### src/inc/htc_map.svh
`ifndef HTC_MAP_SVH
`define HTC_MAP_SVH

// Bus address
`define HTC_ADDR        7'h40

// Command codes
`define HTC_CMD_HUM_HOLD  8'he5
`define HTC_CMD_HUM_POLL  8'hf5
`define HTC_CMD_TMP_HOLD  8'he3
`define HTC_CMD_TMP_POLL  8'hf3
`define HTC_CMD_PREV_TMP  8'he0
`define HTC_CMD_RESET     8'hfe
`define HTC_CMD_USER_WR   8'he6
`define HTC_CMD_USER_RD   8'he7
`define HTC_CMD_HEAT_WR   8'h51
`define HTC_CMD_HEAT_RD   8'h11
`define HTC_CMD_SNA       16'hfa0f
`define HTC_CMD_SNB       16'hfcc9
`define HTC_CMD_FW        16'h84b8

// Reset values
`define HTC_USER_RST    8'h3a
`define HTC_HEAT_RST    8'h00

// Result tails and checksum
`define HTC_HUM_TAIL    2'b10
`define HTC_TMP_TAIL    2'b00
`define HTC_CRC_POLY    8'h31
`define HTC_CRC_INIT    8'h00
`define HTC_IDLE_BYTE   8'hff

`endif

### src/inc/htc_pkg.sv
`default_nettype none
package htc_pkg;

   typedef enum logic [2:0] {
      S_IDLE, S_ADDR, S_AACK, S_WR, S_WACK, S_RD, S_RACK, S_HOLD
   } htc_state_e;

   typedef enum logic [2:0] {
      OP_NONE, OP_MEAS, OP_PREV, OP_USER, OP_HEAT, OP_SNA, OP_SNB, OP_FW
   } htc_op_e;

   typedef struct packed {
      logic        scl;
      logic        sda;
   } htc_pins_s;

   typedef struct packed {
      logic        done;
      logic [15:0] hum;
      logic [15:0] temp;
   } htc_conv_s;

   typedef struct packed {
      htc_pins_s   sync1;
      htc_pins_s   sync2;
      htc_pins_s   prev;
      htc_state_e  st;
      htc_op_e     op;
      logic [3:0]  bitcnt;
      logic [7:0]  shreg;
      logic [7:0]  cmd;
      logic [1:0]  nwr;
      logic        rw;
      logic        host_ack;
      logic        sda_oe;
      logic        scl_oe;
      logic        hold;
      logic        busy;
      logic        meas_hum;
      logic        conv_start;
      logic        soft_reset;
      logic [3:0]  rd_idx;
      logic [7:0]  crc;
      logic [15:0] result;
      logic [15:0] last_temp;
      logic [7:0]  user;
      logic [7:0]  heater;
   } htc_regs_s;

endpackage
`default_nettype wire

### src/hw/htc_i2c_target.sv
// Notes on behaviour
// - Answer only at seven-bit address 0x40; other addresses are ignored.
// - Direction bit one reads from the device, zero writes to it.
// - 0xE5 starts humidity in hold mode, 0xF5 in polling mode.
// - 0xE3 starts temperature in hold mode, 0xF3 in polling mode.
// - 0xE0 returns temperature kept from last humidity run, no conversion.
// - 0xE6 writes the user register, 0xE7 reads it.
// - 0x51 writes the heater register, 0x11 reads it.
// - 0xFA 0x0F and 0xFC 0xC9 return serial identifier halves.
// - Busy conversion shown by clock stretching or refused reads, per code.
// - Polling mode NACKs read address until done; host retries.
// - Checksum follows low byte only if host acknowledged that byte.
// - Checksum is CRC-8, polynomial x^8+x^5+x^4+1, initial value zero.
// - Serial identifier reads always carry checksum bytes.
// - Register, revision and 0xE0 reads return no checksum.
// - Results are 16 bits, high byte sent first, then low.
// - Humidity low byte ends in binary 10.
// - Temperature low byte ends in binary 00.
// - Humidity conversion also keeps a temperature for later reading.
// - Stop before the repeated start is accepted as well.
`timescale 1ns/10ps
`default_nettype none
`include "htc_map.svh"
module htc_i2c_target #(
   parameter logic [63:0] SERIAL_ID   = 64'h0123_4567_89ab_cdef, // Arbitrary value
   parameter logic [7:0]  FW_REVISION = 8'h5a                    // Arbitrary value
) (
   input  wire logic              ref_clk_i,
   input  wire logic              rst_b_i,
   input  wire logic              ce_i,
   input  wire logic              scl_i,
   input  wire logic              sda_i,
   output logic                   scl_o,
   output logic                   scl_oe_o,
   output logic                   sda_o,
   output logic                   sda_oe_o,
   input  wire htc_pkg::htc_conv_s conv_i,
   output logic                   conv_start_o,
   output logic                   conv_hum_o,
   output logic                   busy_o,
   output logic                   soft_reset_o,
   output logic [7:0]             user_reg_o,
   output logic [7:0]             heater_reg_o
);

   htc_pkg::htc_regs_s q;
   htc_pkg::htc_regs_s n;
   logic               scl_rise;
   logic               scl_fall;
   logic               start_c;
   logic               stop_c;
   logic               load;
   logic [8:0]         byte_v;

   function automatic logic [7:0] crc8(input logic [7:0] c_in, input logic [7:0] d);
      logic [7:0] c;
      logic       fb;
      c = c_in;
      for (int i = 7; i >= 0; i--) begin
         fb = c[7] ^ d[i];
         c  = {c[6:0], 1'b0} ^ (fb ? `HTC_CRC_POLY : 8'h00);
      end
      return c;
   endfunction

   // Response byte at a given index: {is_checksum, byte}
   function automatic logic [8:0] resp_byte(input htc_pkg::htc_regs_s r);
      logic [8:0]  b;
      logic [63:0] sh;
      logic [3:0]  k;
      b  = {1'b0, `HTC_IDLE_BYTE};
      sh = '0;
      k  = '0;
      case (r.op)
         htc_pkg::OP_MEAS, htc_pkg::OP_PREV: begin
            if (r.rd_idx == 4'h0) begin
               b = {1'b0, r.result[15:8]};
            end else if (r.rd_idx == 4'h1) begin
               b = {1'b0, r.result[7:0]};
            end else if (r.rd_idx == 4'h2 && r.op == htc_pkg::OP_MEAS) begin
               b = {1'b1, r.crc};
            end
         end
         htc_pkg::OP_USER: if (r.rd_idx == 4'h0) b = {1'b0, r.user};
         htc_pkg::OP_HEAT: if (r.rd_idx == 4'h0) b = {1'b0, r.heater};
         htc_pkg::OP_FW:   if (r.rd_idx == 4'h0) b = {1'b0, FW_REVISION};
         htc_pkg::OP_SNA: begin
            if (r.rd_idx < 4'h8) begin
               sh = SERIAL_ID << {r.rd_idx[2:1], 3'b000};
               b  = r.rd_idx[0] ? {1'b1, r.crc} : {1'b0, sh[63:56]};
            end
         end
         htc_pkg::OP_SNB: begin
            if (r.rd_idx == 4'h2 || r.rd_idx == 4'h5) begin
               b = {1'b1, r.crc};
            end else if (r.rd_idx < 4'h5) begin
               k  = (r.rd_idx < 4'h2) ? r.rd_idx : r.rd_idx - 4'h1;
               sh = SERIAL_ID << {k[1:0], 3'b000};
               b  = {1'b0, sh[31:24]};
            end
         end
         default: b = {1'b0, `HTC_IDLE_BYTE};
      endcase
      return b;
   endfunction

   assign scl_rise = ce_i && q.sync2.scl && !q.prev.scl;
   assign scl_fall = ce_i && !q.sync2.scl && q.prev.scl;
   assign start_c  = ce_i && q.sync2.scl && q.prev.scl && q.prev.sda && !q.sync2.sda;
   assign stop_c   = ce_i && q.sync2.scl && q.prev.scl && !q.prev.sda && q.sync2.sda;
   assign byte_v   = resp_byte(q);

   always_comb begin
      n            = q;
      load         = 1'b0;
      n.sync1      = {scl_i, sda_i};
      n.sync2      = q.sync1;
      n.prev       = q.sync2;
      n.conv_start = 1'b0;
      n.soft_reset = 1'b0;
      if (q.busy && conv_i.done) begin
         n.busy = 1'b0;
         if (q.meas_hum) begin
            n.result    = {conv_i.hum[15:2], `HTC_HUM_TAIL};
            n.last_temp = {conv_i.temp[15:2], `HTC_TMP_TAIL};
         end else begin
            n.result = {conv_i.temp[15:2], `HTC_TMP_TAIL};
         end
      end
      if (start_c) begin
         n.st     = htc_pkg::S_ADDR;
         n.bitcnt = 4'h0;
         n.sda_oe = 1'b0;
      end else if (stop_c) begin
         n.st     = htc_pkg::S_IDLE;
         n.sda_oe = 1'b0;
         n.scl_oe = 1'b0;
      end else begin
         case (q.st)
            htc_pkg::S_ADDR, htc_pkg::S_WR: begin
               if (scl_rise && q.bitcnt < 4'h8) begin
                  n.shreg  = {q.shreg[6:0], q.sync2.sda};
                  n.bitcnt = q.bitcnt + 4'h1;
               end else if (scl_fall && q.bitcnt == 4'h8) begin
                  if (q.st == htc_pkg::S_ADDR) begin
                     if (q.shreg[7:1] == `HTC_ADDR &&
                         !(q.shreg[0] && q.busy && !q.hold)) begin
                        n.st     = htc_pkg::S_AACK;
                        n.sda_oe = 1'b1;
                        n.rw     = q.shreg[0];
                        n.rd_idx = 4'h0;
                        n.crc    = `HTC_CRC_INIT;
                        if (!q.shreg[0]) n.nwr = 2'd0;
                     end else begin
                        n.st = htc_pkg::S_IDLE;
                     end
                  end else begin
                     n.st     = htc_pkg::S_WACK;
                     n.sda_oe = 1'b1;
                     if (q.nwr != 2'd3) n.nwr = q.nwr + 2'd1;
                     if (q.nwr == 2'd0) begin
                        n.cmd = q.shreg;
                        n.op  = htc_pkg::OP_NONE;
                        case (q.shreg)
                           `HTC_CMD_HUM_HOLD, `HTC_CMD_HUM_POLL,
                           `HTC_CMD_TMP_HOLD, `HTC_CMD_TMP_POLL: begin
                              n.op         = htc_pkg::OP_MEAS;
                              n.busy       = 1'b1;
                              n.conv_start = 1'b1;
                              n.meas_hum   = (q.shreg == `HTC_CMD_HUM_HOLD) ||
                                             (q.shreg == `HTC_CMD_HUM_POLL);
                              n.hold       = !q.shreg[4];
                           end
                           `HTC_CMD_PREV_TMP: begin
                              n.op     = htc_pkg::OP_PREV;
                              n.result = q.last_temp;
                           end
                           `HTC_CMD_USER_RD: n.op = htc_pkg::OP_USER;
                           `HTC_CMD_HEAT_RD: n.op = htc_pkg::OP_HEAT;
                           `HTC_CMD_RESET: begin
                              n.soft_reset = 1'b1;
                              n.user       = `HTC_USER_RST;
                              n.heater     = `HTC_HEAT_RST;
                           end
                           default: n.op = htc_pkg::OP_NONE;
                        endcase
                     end else if (q.nwr == 2'd1) begin
                        case ({q.cmd, q.shreg})
                           `HTC_CMD_SNA: n.op = htc_pkg::OP_SNA;
                           `HTC_CMD_SNB: n.op = htc_pkg::OP_SNB;
                           `HTC_CMD_FW:  n.op = htc_pkg::OP_FW;
                           default: begin
                              if (q.cmd == `HTC_CMD_USER_WR) n.user = q.shreg;
                              if (q.cmd == `HTC_CMD_HEAT_WR) n.heater = q.shreg;
                           end
                        endcase
                     end
                  end
               end
            end
            htc_pkg::S_AACK: begin
               if (scl_fall) begin
                  n.sda_oe = 1'b0;
                  if (!q.rw) begin
                     n.st     = htc_pkg::S_WR;
                     n.bitcnt = 4'h0;
                  end else if (q.busy) begin
                     n.st     = htc_pkg::S_HOLD;
                     n.scl_oe = 1'b1;
                  end else begin
                     load = 1'b1;
                  end
               end
            end
            htc_pkg::S_HOLD: begin
               if (!q.busy) begin
                  n.scl_oe = 1'b0;
                  load     = 1'b1;
               end
            end
            htc_pkg::S_WACK: begin
               if (scl_fall) begin
                  n.sda_oe = 1'b0;
                  n.st     = htc_pkg::S_WR;
                  n.bitcnt = 4'h0;
               end
            end
            htc_pkg::S_RD: begin
               if (scl_fall) begin
                  if (q.bitcnt == 4'h8) begin
                     n.sda_oe = 1'b0;
                     n.st     = htc_pkg::S_RACK;
                  end else begin
                     n.shreg  = {q.shreg[6:0], 1'b0};
                     n.sda_oe = !q.shreg[6];
                     n.bitcnt = q.bitcnt + 4'h1;
                  end
               end
            end
            htc_pkg::S_RACK: begin
               if (scl_rise) n.host_ack = !q.sync2.sda;
               if (scl_fall) begin
                  if (q.host_ack) load = 1'b1;
                  else n.st = htc_pkg::S_IDLE;
               end
            end
            default: n.st = htc_pkg::S_IDLE;
         endcase
      end
      if (load) begin
         n.st     = htc_pkg::S_RD;
         n.shreg  = byte_v[7:0];
         n.sda_oe = !byte_v[7];
         n.bitcnt = 4'h1;
         n.rd_idx = q.rd_idx + 4'h1;
         if (!byte_v[8]) n.crc = crc8(q.crc, byte_v[7:0]);
      end
      if (!ce_i) n = q;
   end

   always_ff @(posedge ref_clk_i) begin
      if (!rst_b_i) begin
         q        <= '0;
         q.sync1  <= 2'b11;
         q.sync2  <= 2'b11;
         q.prev   <= 2'b11;
         q.user   <= `HTC_USER_RST;
         q.heater <= `HTC_HEAT_RST;
      end else begin
         q <= n;
      end
   end

   assign scl_o        = 1'b0;
   assign sda_o        = 1'b0;
   assign scl_oe_o     = q.scl_oe;
   assign sda_oe_o     = q.sda_oe;
   assign conv_start_o = q.conv_start;
   assign conv_hum_o   = q.meas_hum;
   assign busy_o       = q.busy;
   assign soft_reset_o = q.soft_reset;
   assign user_reg_o   = q.user;
   assign heater_reg_o = q.heater;
endmodule // htc_i2c_target
`default_nettype wire

### config.mk
export PLATFORM = sky130hd
export DESIGN_NAME = htc_i2c_target
export DESIGN_NICKNAME = d
export VERILOG_FILES = /design/src/inc/htc_pkg.sv /design/src/hw/htc_i2c_target.sv
export VERILOG_INCLUDE_DIRS = /design/src /design/src/inc
export SDC_FILE = /design/constraint.sdc
export NUM_CORES = 1
export LEC_CHECK = 0
export ABC_AREA = 0
export ABC_CLOCK_PERIOD_IN_PS = 4660
export BUFFER_PORTS_ARGS = -buffer_cell sky130_fd_sc_hd__buf_2
export CAP_MARGIN = 20
export CORE_MARGIN = 10
export CORE_UTILIZATION = 60
export DETAILED_ROUTE_END_ITERATION = 8
export PLACE_DENSITY = 0.88
export SLEW_MARGIN = 15
export SYNTH_ARGS = -nofsm -noshare
export SYNTH_HDL_FRONTEND = slang
export SYNTH_SLANG_ARGS = --single-unit
### constraint.sdc
create_clock -name ref_clk_i -period 4.66 [get_ports ref_clk_i]
set_input_delay 0.466 -clock ref_clk_i [delete_from_list [all_inputs] [get_ports ref_clk_i]]
set_output_delay 0.466 -clock ref_clk_i [all_outputs]
set_load 0.01 [all_outputs]
==> results of run 1 <==
[power breakdown]
group          switching, mW  internal (mW)
clock network          0.313          0.225
registers             0.0255          0.877
logic                 0.0651         0.0460
total                  0.403           1.15
[path summary, 6_finish.rpt]
path                            endpoint  cells past startpoint
worst min-delay path              q[101]                      3
worst max-delay path               q[48]                     10
worst max register to register     q[48]                     10
worst min register to register     q[24]                      2
[layout make-up]
type / instances / area (sq um)
multi-input cells: 656 / 3920
fillers: 972 / 3650
flip-flops and latches: 101 / 2020
repair buffers: 65 / 350
well taps: 136 / 170
clock buffers: 13 / 159
inverters: 22 / 82.6
clock inverters: 3 / 18.8
[cell usage after synthesis (5+ instances only)]
cell / n / area [sq um]
buf_2: 5 / 25.0
xnor2_1: 8 / 70.1
nand3b_1: 9 / 67.6
nor3b_1: 13 / 97.6
a31oi_1: 7 / 43.8
o21a_1: 5 / 37.5
nand2_1: 100 / 375
nand3_1: 19 / 95.1
and2_1: 5 / 31.3
nand4b_1: 5 / 43.8
a211oi_1: 37 / 278
or2_2: 6 / 37.5
buf_4: 19 / 143
nor2b_1: 14 / 87.6
clkbuf_1: 53 / 199
nor2_1: 104 / 390
o21ai_0: 42 / 210
inv_1: 22 / 82.6
nand2b_1: 25 / 156
ha_1: 8 / 100
and3_1: 8 / 50.1
o211ai_1: 7 / 52.6
nor3_1: 18 / 90.1
nand4_1: 8 / 50.1
xor2_1: 9 / 78.8
a21oi_1: 92 / 460
dfxtp_1: 101 / 2020
mux2i_1: 36 / 360
[flip-flops by register name, indices dropped and copies added, names as in the netlist]
signal	flops
soft_reset_o	1
conv_hum_o	1
q	79
heater_reg_o	8
busy_o	1
sda_oe_o	1
scl_oe_o	1
user_reg_o	8
conv_start_o	1
[cell families after synthesis]
family / Yosys count / share of synthesized area, %
buffers and inverters: 103 / 7.27
AND/OR/NAND/NOR: 355 / 27.4
AO/OA/AOI/OAI: 236 / 23.4
other: 1 / 0.0586
XOR/XNOR: 19 / 3.03
multiplexers: 36 / 5.63
adder cells (fa/ha/maj): 8 / 1.56
flip-flops: 101 / 31.6
[per-layer routing]
metal  part of all wire [%]  wire, um
met4                    2.3       378
met1                     46      7560
met3                    6.7      1100
met2                     45      7520
met5                      0         0
[stage by stage]
step	worst slack, ps	total power [mW]	util [%]	hold WS [ps]	cells
after floorplan	1380	0.995	-	437	860
after global placement	1010	1.03	63.1	445	980
after detailed placement	904	1.03	63.1	449	980
after global routing	574	1.61	64.8	316	996
after CTS	891	1.56	64.8	280	996
final	856	1.55	64.8	292	996
[worst max-delay path, cell delays in order, from the launching register on]
cell,delay (ps)
dfxtp_1,420
inv_1,120
ha_1,500
or3b_1,600
or3_1,410
a32o_2,310
a221o_1,280
o211ai_2,200
xnor2_1,240
xnor3_1,320
a221o_1,300
==> results.py, run 1 <==
metrics = {
    "floorplan": {
        "fp.dieH_um": 123,
        "boundaryPins": 62,
        "dieArea_sq_um": 15200,
        "initial_utilization_pct": 61.7,
        "coreArea_sq_um": 10400,
        "rows": 37,
        "chipWidth_um": 123,
    },
    "cts": {
        "cts_tree": "yes",
        "clk_pin_slew_ps": 100,
        "clock_latency_ps": 390,
        "cts_max_path_buffers": 2,
        "cts_resized": 0,
        "cts_setup_buffers": 0,
        "cts_made_buffers": 9,
        "hold_buffers": 0,
        "root_buffer": "clkbuf_8",
        "h-tree-depth": 3,
        "clock_sinks": 101,
    },
    "worst_hold_path": {
        "hold_path.class": "in -> reg",
        "hold_path.startpoint": "sda_i",
    },
    "synth": {
        "synthCells": 859,
        "synthFlopType": "dfxtp_1",
        "synth.distinct_cells": 71,
        "yosys_warnings": 0,
        "syn_area_sq_um": 6400,
        "synth.ff_latch_count": 101,
        "avgSynthCellArea_sq_um": 7.45,
        "synth_edf_count": 0,
        "async_flop_share_pct": 0,
        "synth_seq_area_share_pct": 31.6,
    },
    "job": {
        "drv_cap": 0,
    },
    "timing": {
        "worstMarginPinSlew_ps": 1080,
        "relSlewSlack_pct": 27.8,
        "finalClockSkew_ps": 12.5,
        "period_needed_ps": 3800,
        "drv_slew": 0,
        "rsz0062_at_grt": "no",
        "fin_tns_setup_ps": 0,
        "finalHoldViolations": 0,
        "period_share_pct": 81.6,
        "finalSetupViolCount": 0,
        "max_clock_freq_ghz": 0.263,
    },
    "placed_design": {
        "port_buffers": 55,
        "place_area_sq_um": 6540,
        "gp_congestion": 1.00,
        "dp_hpwl_mm": 12.1,
    },
    "routing": {
        "totalWireLength_mm": 16.6,
        "drc": 0,
        "wl_per_cell_um": 16.6,
        "ant_nets": 0,
        "vias_per_cell": 6.10,
        "vias": 6076,
        "drtIter0Drc": 721,
        "dr.pass1.iters": 5,
    },
    "layout": {
        "layout_commonest_cell": "nor2_1",
        "drive_above_1_share_pct": 11.5,
        "stdcell_area_sq_um": 6720,
        "antenna-diode-count": 0,
        "syn2layout_area_growth_pct": 4.98,
        "layout_common_cells": "nor2_1, dfxtp_1, nand2_1, a21oi_1, buf_2",
        "fin_nets": 901,
    },
    "grt": {
        "grt_pass1_wl_mm": 28.3,
        "antenna_found_initial": 0,
        "grt_pass1_vias": 5733,
        "grt_use_met2_pct": 35.5,
        "grt_overflow": 0,
        "grt_max_degree": 53,
        "met1_usage_pct": 30.2,
        "grt_util_met3_pct": 4.65,
        "grt_util_all_layers_pct": 22.6,
        "busiest_layer": "met2",
    },
    "pwr": {
        "leakagePower_nw": 2.41,
        "peakVddDrop_v": 0.000315,
        "power_density_nw_per_um2": 231,
    },
    "worst_setup_path": {
        "critPathCaptureType": "flop",
        "path_max_fanout": 18,
        "worstSetupPathType": "reg -> reg",
        "startpoint": "q[57]",
        "required_ps": 4950,
        "cp_data_arrival_time_ps": 4090,
        "r2r-start": "q[57]",
        "start_kind": "flop",
        "rrSetupSlack_ps": 860,
    },
    "outcome": {
        "outcome": "completed",
    },
}
Note: power is estimated with default switching activity, not from simulation.
==> inputs of run 2 (changes only) <==
--- a/config.mk
+++ b/config.mk
@@ -7,13 +7,13 @@
 export NUM_CORES = 1
 export LEC_CHECK = 0
 export ABC_AREA = 0
-export ABC_CLOCK_PERIOD_IN_PS = 4660
+export ABC_CLOCK_PERIOD_IN_PS = 3500
 export BUFFER_PORTS_ARGS = -buffer_cell sky130_fd_sc_hd__buf_2
 export CAP_MARGIN = 20
 export CORE_MARGIN = 10
-export CORE_UTILIZATION = 60
+export CORE_UTILIZATION = 54
 export DETAILED_ROUTE_END_ITERATION = 8
-export PLACE_DENSITY = 0.88
+export PLACE_DENSITY = 0.84
 export SLEW_MARGIN = 15
 export SYNTH_ARGS = -nofsm -noshare
 export SYNTH_HDL_FRONTEND = slang
==> constraint.sdc (replaced) <==
create_clock -name ref_clk_i -period 3.5 [get_ports ref_clk_i]
set_input_delay 0.35 -clock ref_clk_i [delete_from_list [all_inputs] [get_ports ref_clk_i]]
set_output_delay 0.35 -clock ref_clk_i [all_outputs]
set_load 0.01 [all_outputs]
==> run 2 against run 1 <==
Against the previous run: utilization decreased by 4.0 points; fmax rose by 15%; largest power group unchanged; final area increased by 4.2%.
==> results.py, run 2 (synthesized netlist as in run 1, its figures left out) <==
metrics = {
    "layout": {
        "fillers": 1033,
        "largest_reg_flops": 79,
        "layout_commonest_cell": "nor2_1",
        "antenna-diode-count": 0,
        "stdcell_area_sq_um": 7000,
        "syn2layout_area_growth_pct": 9.40,
        "largest-register": "q",
        "fin_nets": 915,
        "layout_common_cells": "nor2_1, nand2_1, dfxtp_1, a21oi_1, buf_2",
        "drive_above_1_share_pct": 13.2,
    },
    "placed_design": {
        "port_buffers": 55,
        "place_area_sq_um": 6650,
        "gp_congestion": 0.966,
        "dp_hpwl_mm": 12.2,
    },
    "grt": {
        "antenna_found_initial": 0,
        "grt_overflow": 0,
        "grt_max_degree": 41,
        "grt_util_all_layers_pct": 20.4,
        "grt_pass1_wl_mm": 28.2,
        "grt_pass1_vias": 5798,
    },
    "floorplan": {
        "fp.dieH_um": 129,
        "coreArea_sq_um": 11500,
        "initial_utilization_pct": 55.6,
        "rows": 39,
        "boundaryPins": 62,
        "chipWidth_um": 129,
        "dieArea_sq_um": 16600,
    },
    "routing": {
        "totalWireLength_mm": 16.8,
        "vias_per_cell": 6.09,
        "vias": 6191,
        "ant_nets": 0,
        "dr.pass1.iters": 6,
        "wl_per_cell_um": 16.5,
        "drc": 0,
        "drtIter0Drc": 855,
    },
    "cts": {
        "cts_made_buffers": 9,
        "clk_pin_slew_ps": 70,
        "clock_sinks": 101,
        "h-tree-depth": 3,
        "cts_tree": "yes",
        "root_buffer": "clkbuf_16",
        "cts_max_path_buffers": 2,
        "clock_latency_ps": 350,
    },
    "timing": {
        "relSlewSlack_pct": 55.0,
        "holdWs_ps": 216,
        "period_needed_ps": 3310,
        "period_share_pct": 94.7,
        "worstMarginPinSlew_ps": 673,
        "fin_tns_setup_ps": 0,
        "rsz0062_at_grt": "no",
        "finalClockSkew_ps": 8.11,
        "drv_slew": 0,
        "max_clock_freq_ghz": 0.302,
        "finalHoldViolations": 0,
        "finalSetupViolCount": 0,
    },
    "worst_setup_path": {
        "critPathMaxStageDelay_ps": 510,
        "slowest_stage": "or3b_1",
        "critPathMostFrequentCell": "a221o_1",
        "worstSetupPathType": "reg -> reg",
        "r2r-start": "q[56]",
        "critPathCaptureType": "flop",
        "path_cells": "inv_1 > ha_1 > or3b_1 > or3_1 > a32o_2 > a221o_1 > o211ai_2 > xnor2_1 > xnor3_1 > a221o_1",
        "required_ps": 3740,
        "path_max_fanout": 8,
        "start_kind": "flop",
        "cp_data_arrival_time_ps": 3550,
        "reg2reg_depth": 10,
        "timing.rr.end": "q[48]",
        "rrSetupSlack_ps": 190,
    },
    "worst_hold_path": {
        "hold_path.class": "in -> reg",
        "hold_path.startpoint": "scl_i",
        "hold_path_end": "q[102]",
        "min_path_cells": 3,
    },
    "pwr": {
        "leakagePower_nw": 2.56,
        "p_sw_uw": 566,
        "seq_power_share_pct": 47.8,
        "clockPowerShare_pct": 46.2,
        "switching_share_pct": 22.5,
        "power_frac_comb_pct": 6.1,
        "internal_power_mw": 1.95,
        "power_density_nw_per_um2": 359,
        "power.total_mw": 2.51,
        "peakVddDrop_v": 0.000292,
    },
    "job": {
        "drv_cap": 0,
    },
    "outcome": {
        "outcome": "completed",
    },
}
## run 2: cell count changes in the layout (fill, tap and decap cells not counted)
cell | before | now
buf_4 | 10 | 24
clkbuf_8 | 11 | 1
clkbuf_16 | 0 | 9
bufinv_16 | 0 | 3
clkbuf_1 | 2 | 0
clkinv_2 | 2 | 0
clkinvlp_4 | 0 | 1
dfxtp_1 | 101 | 100
dfxtp_2 | 0 | 1
## run 2: timing repair
| item | CTS | global route |
|---|---|---|
| setup endpoints to repair | 0 | 3 |
| setup buffers | 0 | 1 |
| hold buffers | 0 | 0 |
| gates resized for setup | 0 | 1 |
## run 2: power by group through the flow
stage          Clock (mW)  Combinational [mW]  Sequential (mW)
6_report             1.16               0.152             1.20
3_3_place_gp            0               0.146             1.23
5_1_grt              1.21               0.174             1.20
4_1_cts              1.17               0.151             1.20
2_1_floorplan           0               0.118             1.21
3_5_place_dp            0               0.150             1.23
## run 2: worst max path at each step
stage	startpoint	endpoint	slack (ps)	depth (start not counted)
after detailed placement	q[57]	q[48]	220	10
after floorplan	q[56]	q[48]	220	13
after global routing	q[56]	q[48]	70	10
final	q[56]	q[48]	190	10
after global placement	q[57]	q[48]	260	10
after CTS	q[57]	q[48]	190	10
## run 2: per-stage QoR
| stage | utilization (%) | worst slack, ps | std cells |
|---|---|---|---|
| global placement | 57.7 | 262 | 1000 |
| finish | 60.8 | 185 | 1016 |
| CTS | 60.7 | 188 | 1015 |
| detailed placement | 57.7 | 224 | 1000 |
| floorplan | - | 220 | 860 |
| global route | 60.8 | 71.2 | 1016 |
## run 2: layout make-up
class                           instances  area (sq um)  share of cell area [%]
Clock buffer                           10           239                    3.41
Sequential cell                       101          2020                    28.9
Timing Repair Buffer                   79           455                    6.50
Inverter                               22          82.6                    1.18
Clock inverter                          5           106                    1.52
Multi-Input combinational cell        656          3920                    55.9
Tap cell                              143           179                    2.55
## run 2: critical path, delay by kind of cell (launching register included)
kind                     cells  cell delay [ps]
AND/OR/NAND/NOR              2              910
flip-flops                   1              370
buffers and inverters        1              120
AO/OA/AOI/OAI                4             1100
XOR/XNOR                     2              550
adder cells (fa/ha/maj)      1              160
## run 2: per-layer routing
layer / part of all wire [%] / vias to the layer above / GRT usage [%]
met4: 2.5 / 0 / 7.36
met5: 0 / - / 0
li1: - / 3045 / -
met2: 45 / 263 / 31.3
met1: 45 / 2855 / 28.1
met3: 7.3 / 28 / 3.49
==> inputs of run 3 (changes only) <==
--- a/config.mk
+++ b/config.mk
@@ -7,13 +7,13 @@
 export NUM_CORES = 1
 export LEC_CHECK = 0
 export ABC_AREA = 0
-export ABC_CLOCK_PERIOD_IN_PS = 3500
+export ABC_CLOCK_PERIOD_IN_PS = 3400
 export BUFFER_PORTS_ARGS = -buffer_cell sky130_fd_sc_hd__buf_2
 export CAP_MARGIN = 20
 export CORE_MARGIN = 10
-export CORE_UTILIZATION = 54
+export CORE_UTILIZATION = 60
 export DETAILED_ROUTE_END_ITERATION = 8
-export PLACE_DENSITY = 0.84
+export PLACE_DENSITY = 0.88
 export SLEW_MARGIN = 15
 export SYNTH_ARGS = -nofsm -noshare
 export SYNTH_HDL_FRONTEND = slang
==> constraint.sdc (replaced) <==
create_clock -name ref_clk_i -period 3.4 [get_ports ref_clk_i]
set_input_delay 0.34 -clock ref_clk_i [delete_from_list [all_inputs] [get_ports ref_clk_i]]
set_output_delay 0.34 -clock ref_clk_i [all_outputs]
set_load 0.01 [all_outputs]
==> run 3 against run 2 <==
Against the previous run: via count grew 0.63%; sequential power grew 3%; worst setup slack gained 42 ps; wire length shrank 2.8%; critical endpoint unchanged; final cell count shrank 0.69%; final area shrank 2.0%; count of clock-buffer cells in the layout shrank 1; die area shrank 8.5%; non-clock buffer count grew 1.
==> results.py, run 3 (synthesized netlist as in run 1, its figures left out) <==
metrics = {
    "outcome": {
        "outcome": "completed",
    },
    "grt": {
        "antenna_found_initial": 0,
        "grt_overflow": 0,
        "grt_pass1_vias": 5712,
        "grt_util_all_layers_pct": 21.4,
        "grt_max_degree": 47,
        "grt_pass1_wl_mm": 27.2,
    },
    "routing": {
        "wl_per_cell_um": 16.2,
        "dr.pass1.iters": 6,
        "drc": 0,
        "ant_nets": 0,
        "drtIter0Drc": 693,
        "totalWireLength_mm": 16.3,
        "vias_per_cell": 6.17,
        "vias": 6230,
    },
    "floorplan": {
        "coreArea_sq_um": 10400,
        "initial_utilization_pct": 61.7,
        "dieArea_sq_um": 15200,
        "boundaryPins": 62,
        "rows": 37,
        "fp.dieH_um": 123,
        "chipWidth_um": 123,
    },
    "placed_design": {
        "place_area_sq_um": 6660,
        "gp_congestion": 1.02,
        "port_buffers": 55,
        "placed_cells": 995,
        "dp_hpwl_mm": 11.9,
    },
    "worst_setup_path": {
        "startpoint": "q[56]",
        "path_cells": "inv_1 > ha_1 > or3b_1 > or3_1 > a32o_2 > a221o_1 > o211ai_2 > xnor2_1 > xnor3_1 > a221o_1",
        "critPathCaptureType": "flop",
        "required_ps": 3650,
        "r2r-start": "q[56]",
        "path_max_fanout": 6,
        "cp_data_arrival_time_ps": 3430,
        "worstSetupPathType": "reg -> reg",
        "slowest_stage": "or3b_1",
        "reg2reg_depth": 10,
        "critPathMostFrequentCell": "a221o_1",
        "start_kind": "flop",
        "critPathMaxStageDelay_ps": 480,
    },
    "cts": {
        "clock_latency_ps": 370,
        "root_buffer": "clkbuf_8",
        "h-tree-depth": 3,
        "clk_pin_slew_ps": 100,
        "clock_sinks": 101,
        "cts_max_path_buffers": 2,
        "hold_buffers": 0,
        "cts_tree": "yes",
        "cts_resized": 0,
        "cts_made_buffers": 9,
        "cts_setup_buffers": 0,
    },
    "timing": {
        "max_clock_freq_ghz": 0.315,
        "period_share_pct": 93.3,
        "finalHoldViolations": 0,
        "rsz0062_at_grt": "no",
        "period_needed_ps": 3170,
        "drv_slew": 0,
        "finalClockSkew_ps": 15.2,
        "holdWs_ps": 184,
        "worstMarginPinSlew_ps": 686,
        "relSlewSlack_pct": 54.1,
        "finalSetupViolCount": 0,
        "fin_tns_setup_ps": 0,
    },
    "layout": {
        "final_util_pct": 66.2,
        "layout_common_cells": "nor2_1, dfxtp_1, nand2_1, a21oi_1, buf_2",
        "drive_above_1_share_pct": 13.1,
        "final_cells": 1009,
        "largest-register": "q",
        "fin_nets": 916,
        "antenna-diode-count": 0,
        "syn2layout_area_growth_pct": 7.23,
        "layout_commonest_cell": "nor2_1",
        "largest_reg_flops": 79,
        "stdcell_area_sq_um": 6860,
    },
    "pwr": {
        "switching_share_pct": 24.6,
        "p_sw_uw": 549,
        "power_frac_comb_pct": 7.0,
        "clockPowerShare_pct": 37.5,
        "internal_power_mw": 1.68,
        "seq_power_share_pct": 55.5,
        "leakagePower_nw": 2.50,
        "power_density_nw_per_um2": 324,
        "peakVddDrop_v": 0.000308,
    },
    "worst_hold_path": {
        "hold_path.class": "in -> reg",
        "hold_path.startpoint": "scl_i",
        "min_path_cells": 3,
    },
    "job": {
        "drv_cap": 0,
    },
}
==> run 3: power groups by stage <==
stage                     registers [mW]  logic, mW  clock network [mW]
final                               1.24      0.155               0.836
after global routing                1.24      0.177               0.886
after CTS                           1.23      0.154               0.846
after detailed placement            1.26      0.153                   0
after global placement              1.26      0.148                   0
after floorplan                     1.24      0.121                   0
==> run 3: worst max-delay path: cells and delay by family (launching register included) <==
family,cells,cell delay [ps]
and+or+nand+nor,2,870
buffers and inverters,1,80
DFF,1,320
xor gates and xnor gates,2,520
AOI/OAI and AO/OA,4,1090
adders and majority gates,1,160
==> run 3: area by class of cell <==
| type | count | area (sq um) |
|---|---|---|
| Timing Repair Buffer | 80 | 463 |
| Multi-Input combinational cell | 656 | 3920 |
| Tap cell | 136 | 170 |
| Inverter | 22 | 82.6 |
| Clock inverter | 5 | 85.1 |
| Fill cell | 930 | 3510 |
| Sequential cell | 101 | 2020 |
| Clock buffer | 9 | 124 |
==> run 3: worst paths after layout <==
path | end | slack [ps]
hold / removal | q[102] | 180
setup reg to reg | q[48] | 230
hold reg to reg | q[27] | 460
setup / recovery | q[48] | 230
==> run 3: through the flow <==
step | setup WS, ps | power, mW
global placement | 341 | 1.41
CTS | 252 | 2.23
detailed placement | 276 | 1.41
global route | 36.9 | 2.30
floorplan | 120 | 1.36
finish | 227 | 2.23
==> run 3: per-layer routing <==
| layer | track usage, % | up-vias | part of all wire (%) |
|---|---|---|---|
| li1 | - | 3044 | - |
| met1 | 29.0 | 2843 | 45 |
| met2 | 33.4 | 293 | 44 |
| met3 | 3.92 | 50 | 8.0 |
| met4 | 7.42 | 0 | 2.8 |
| met5 | 0 | - | 0 |
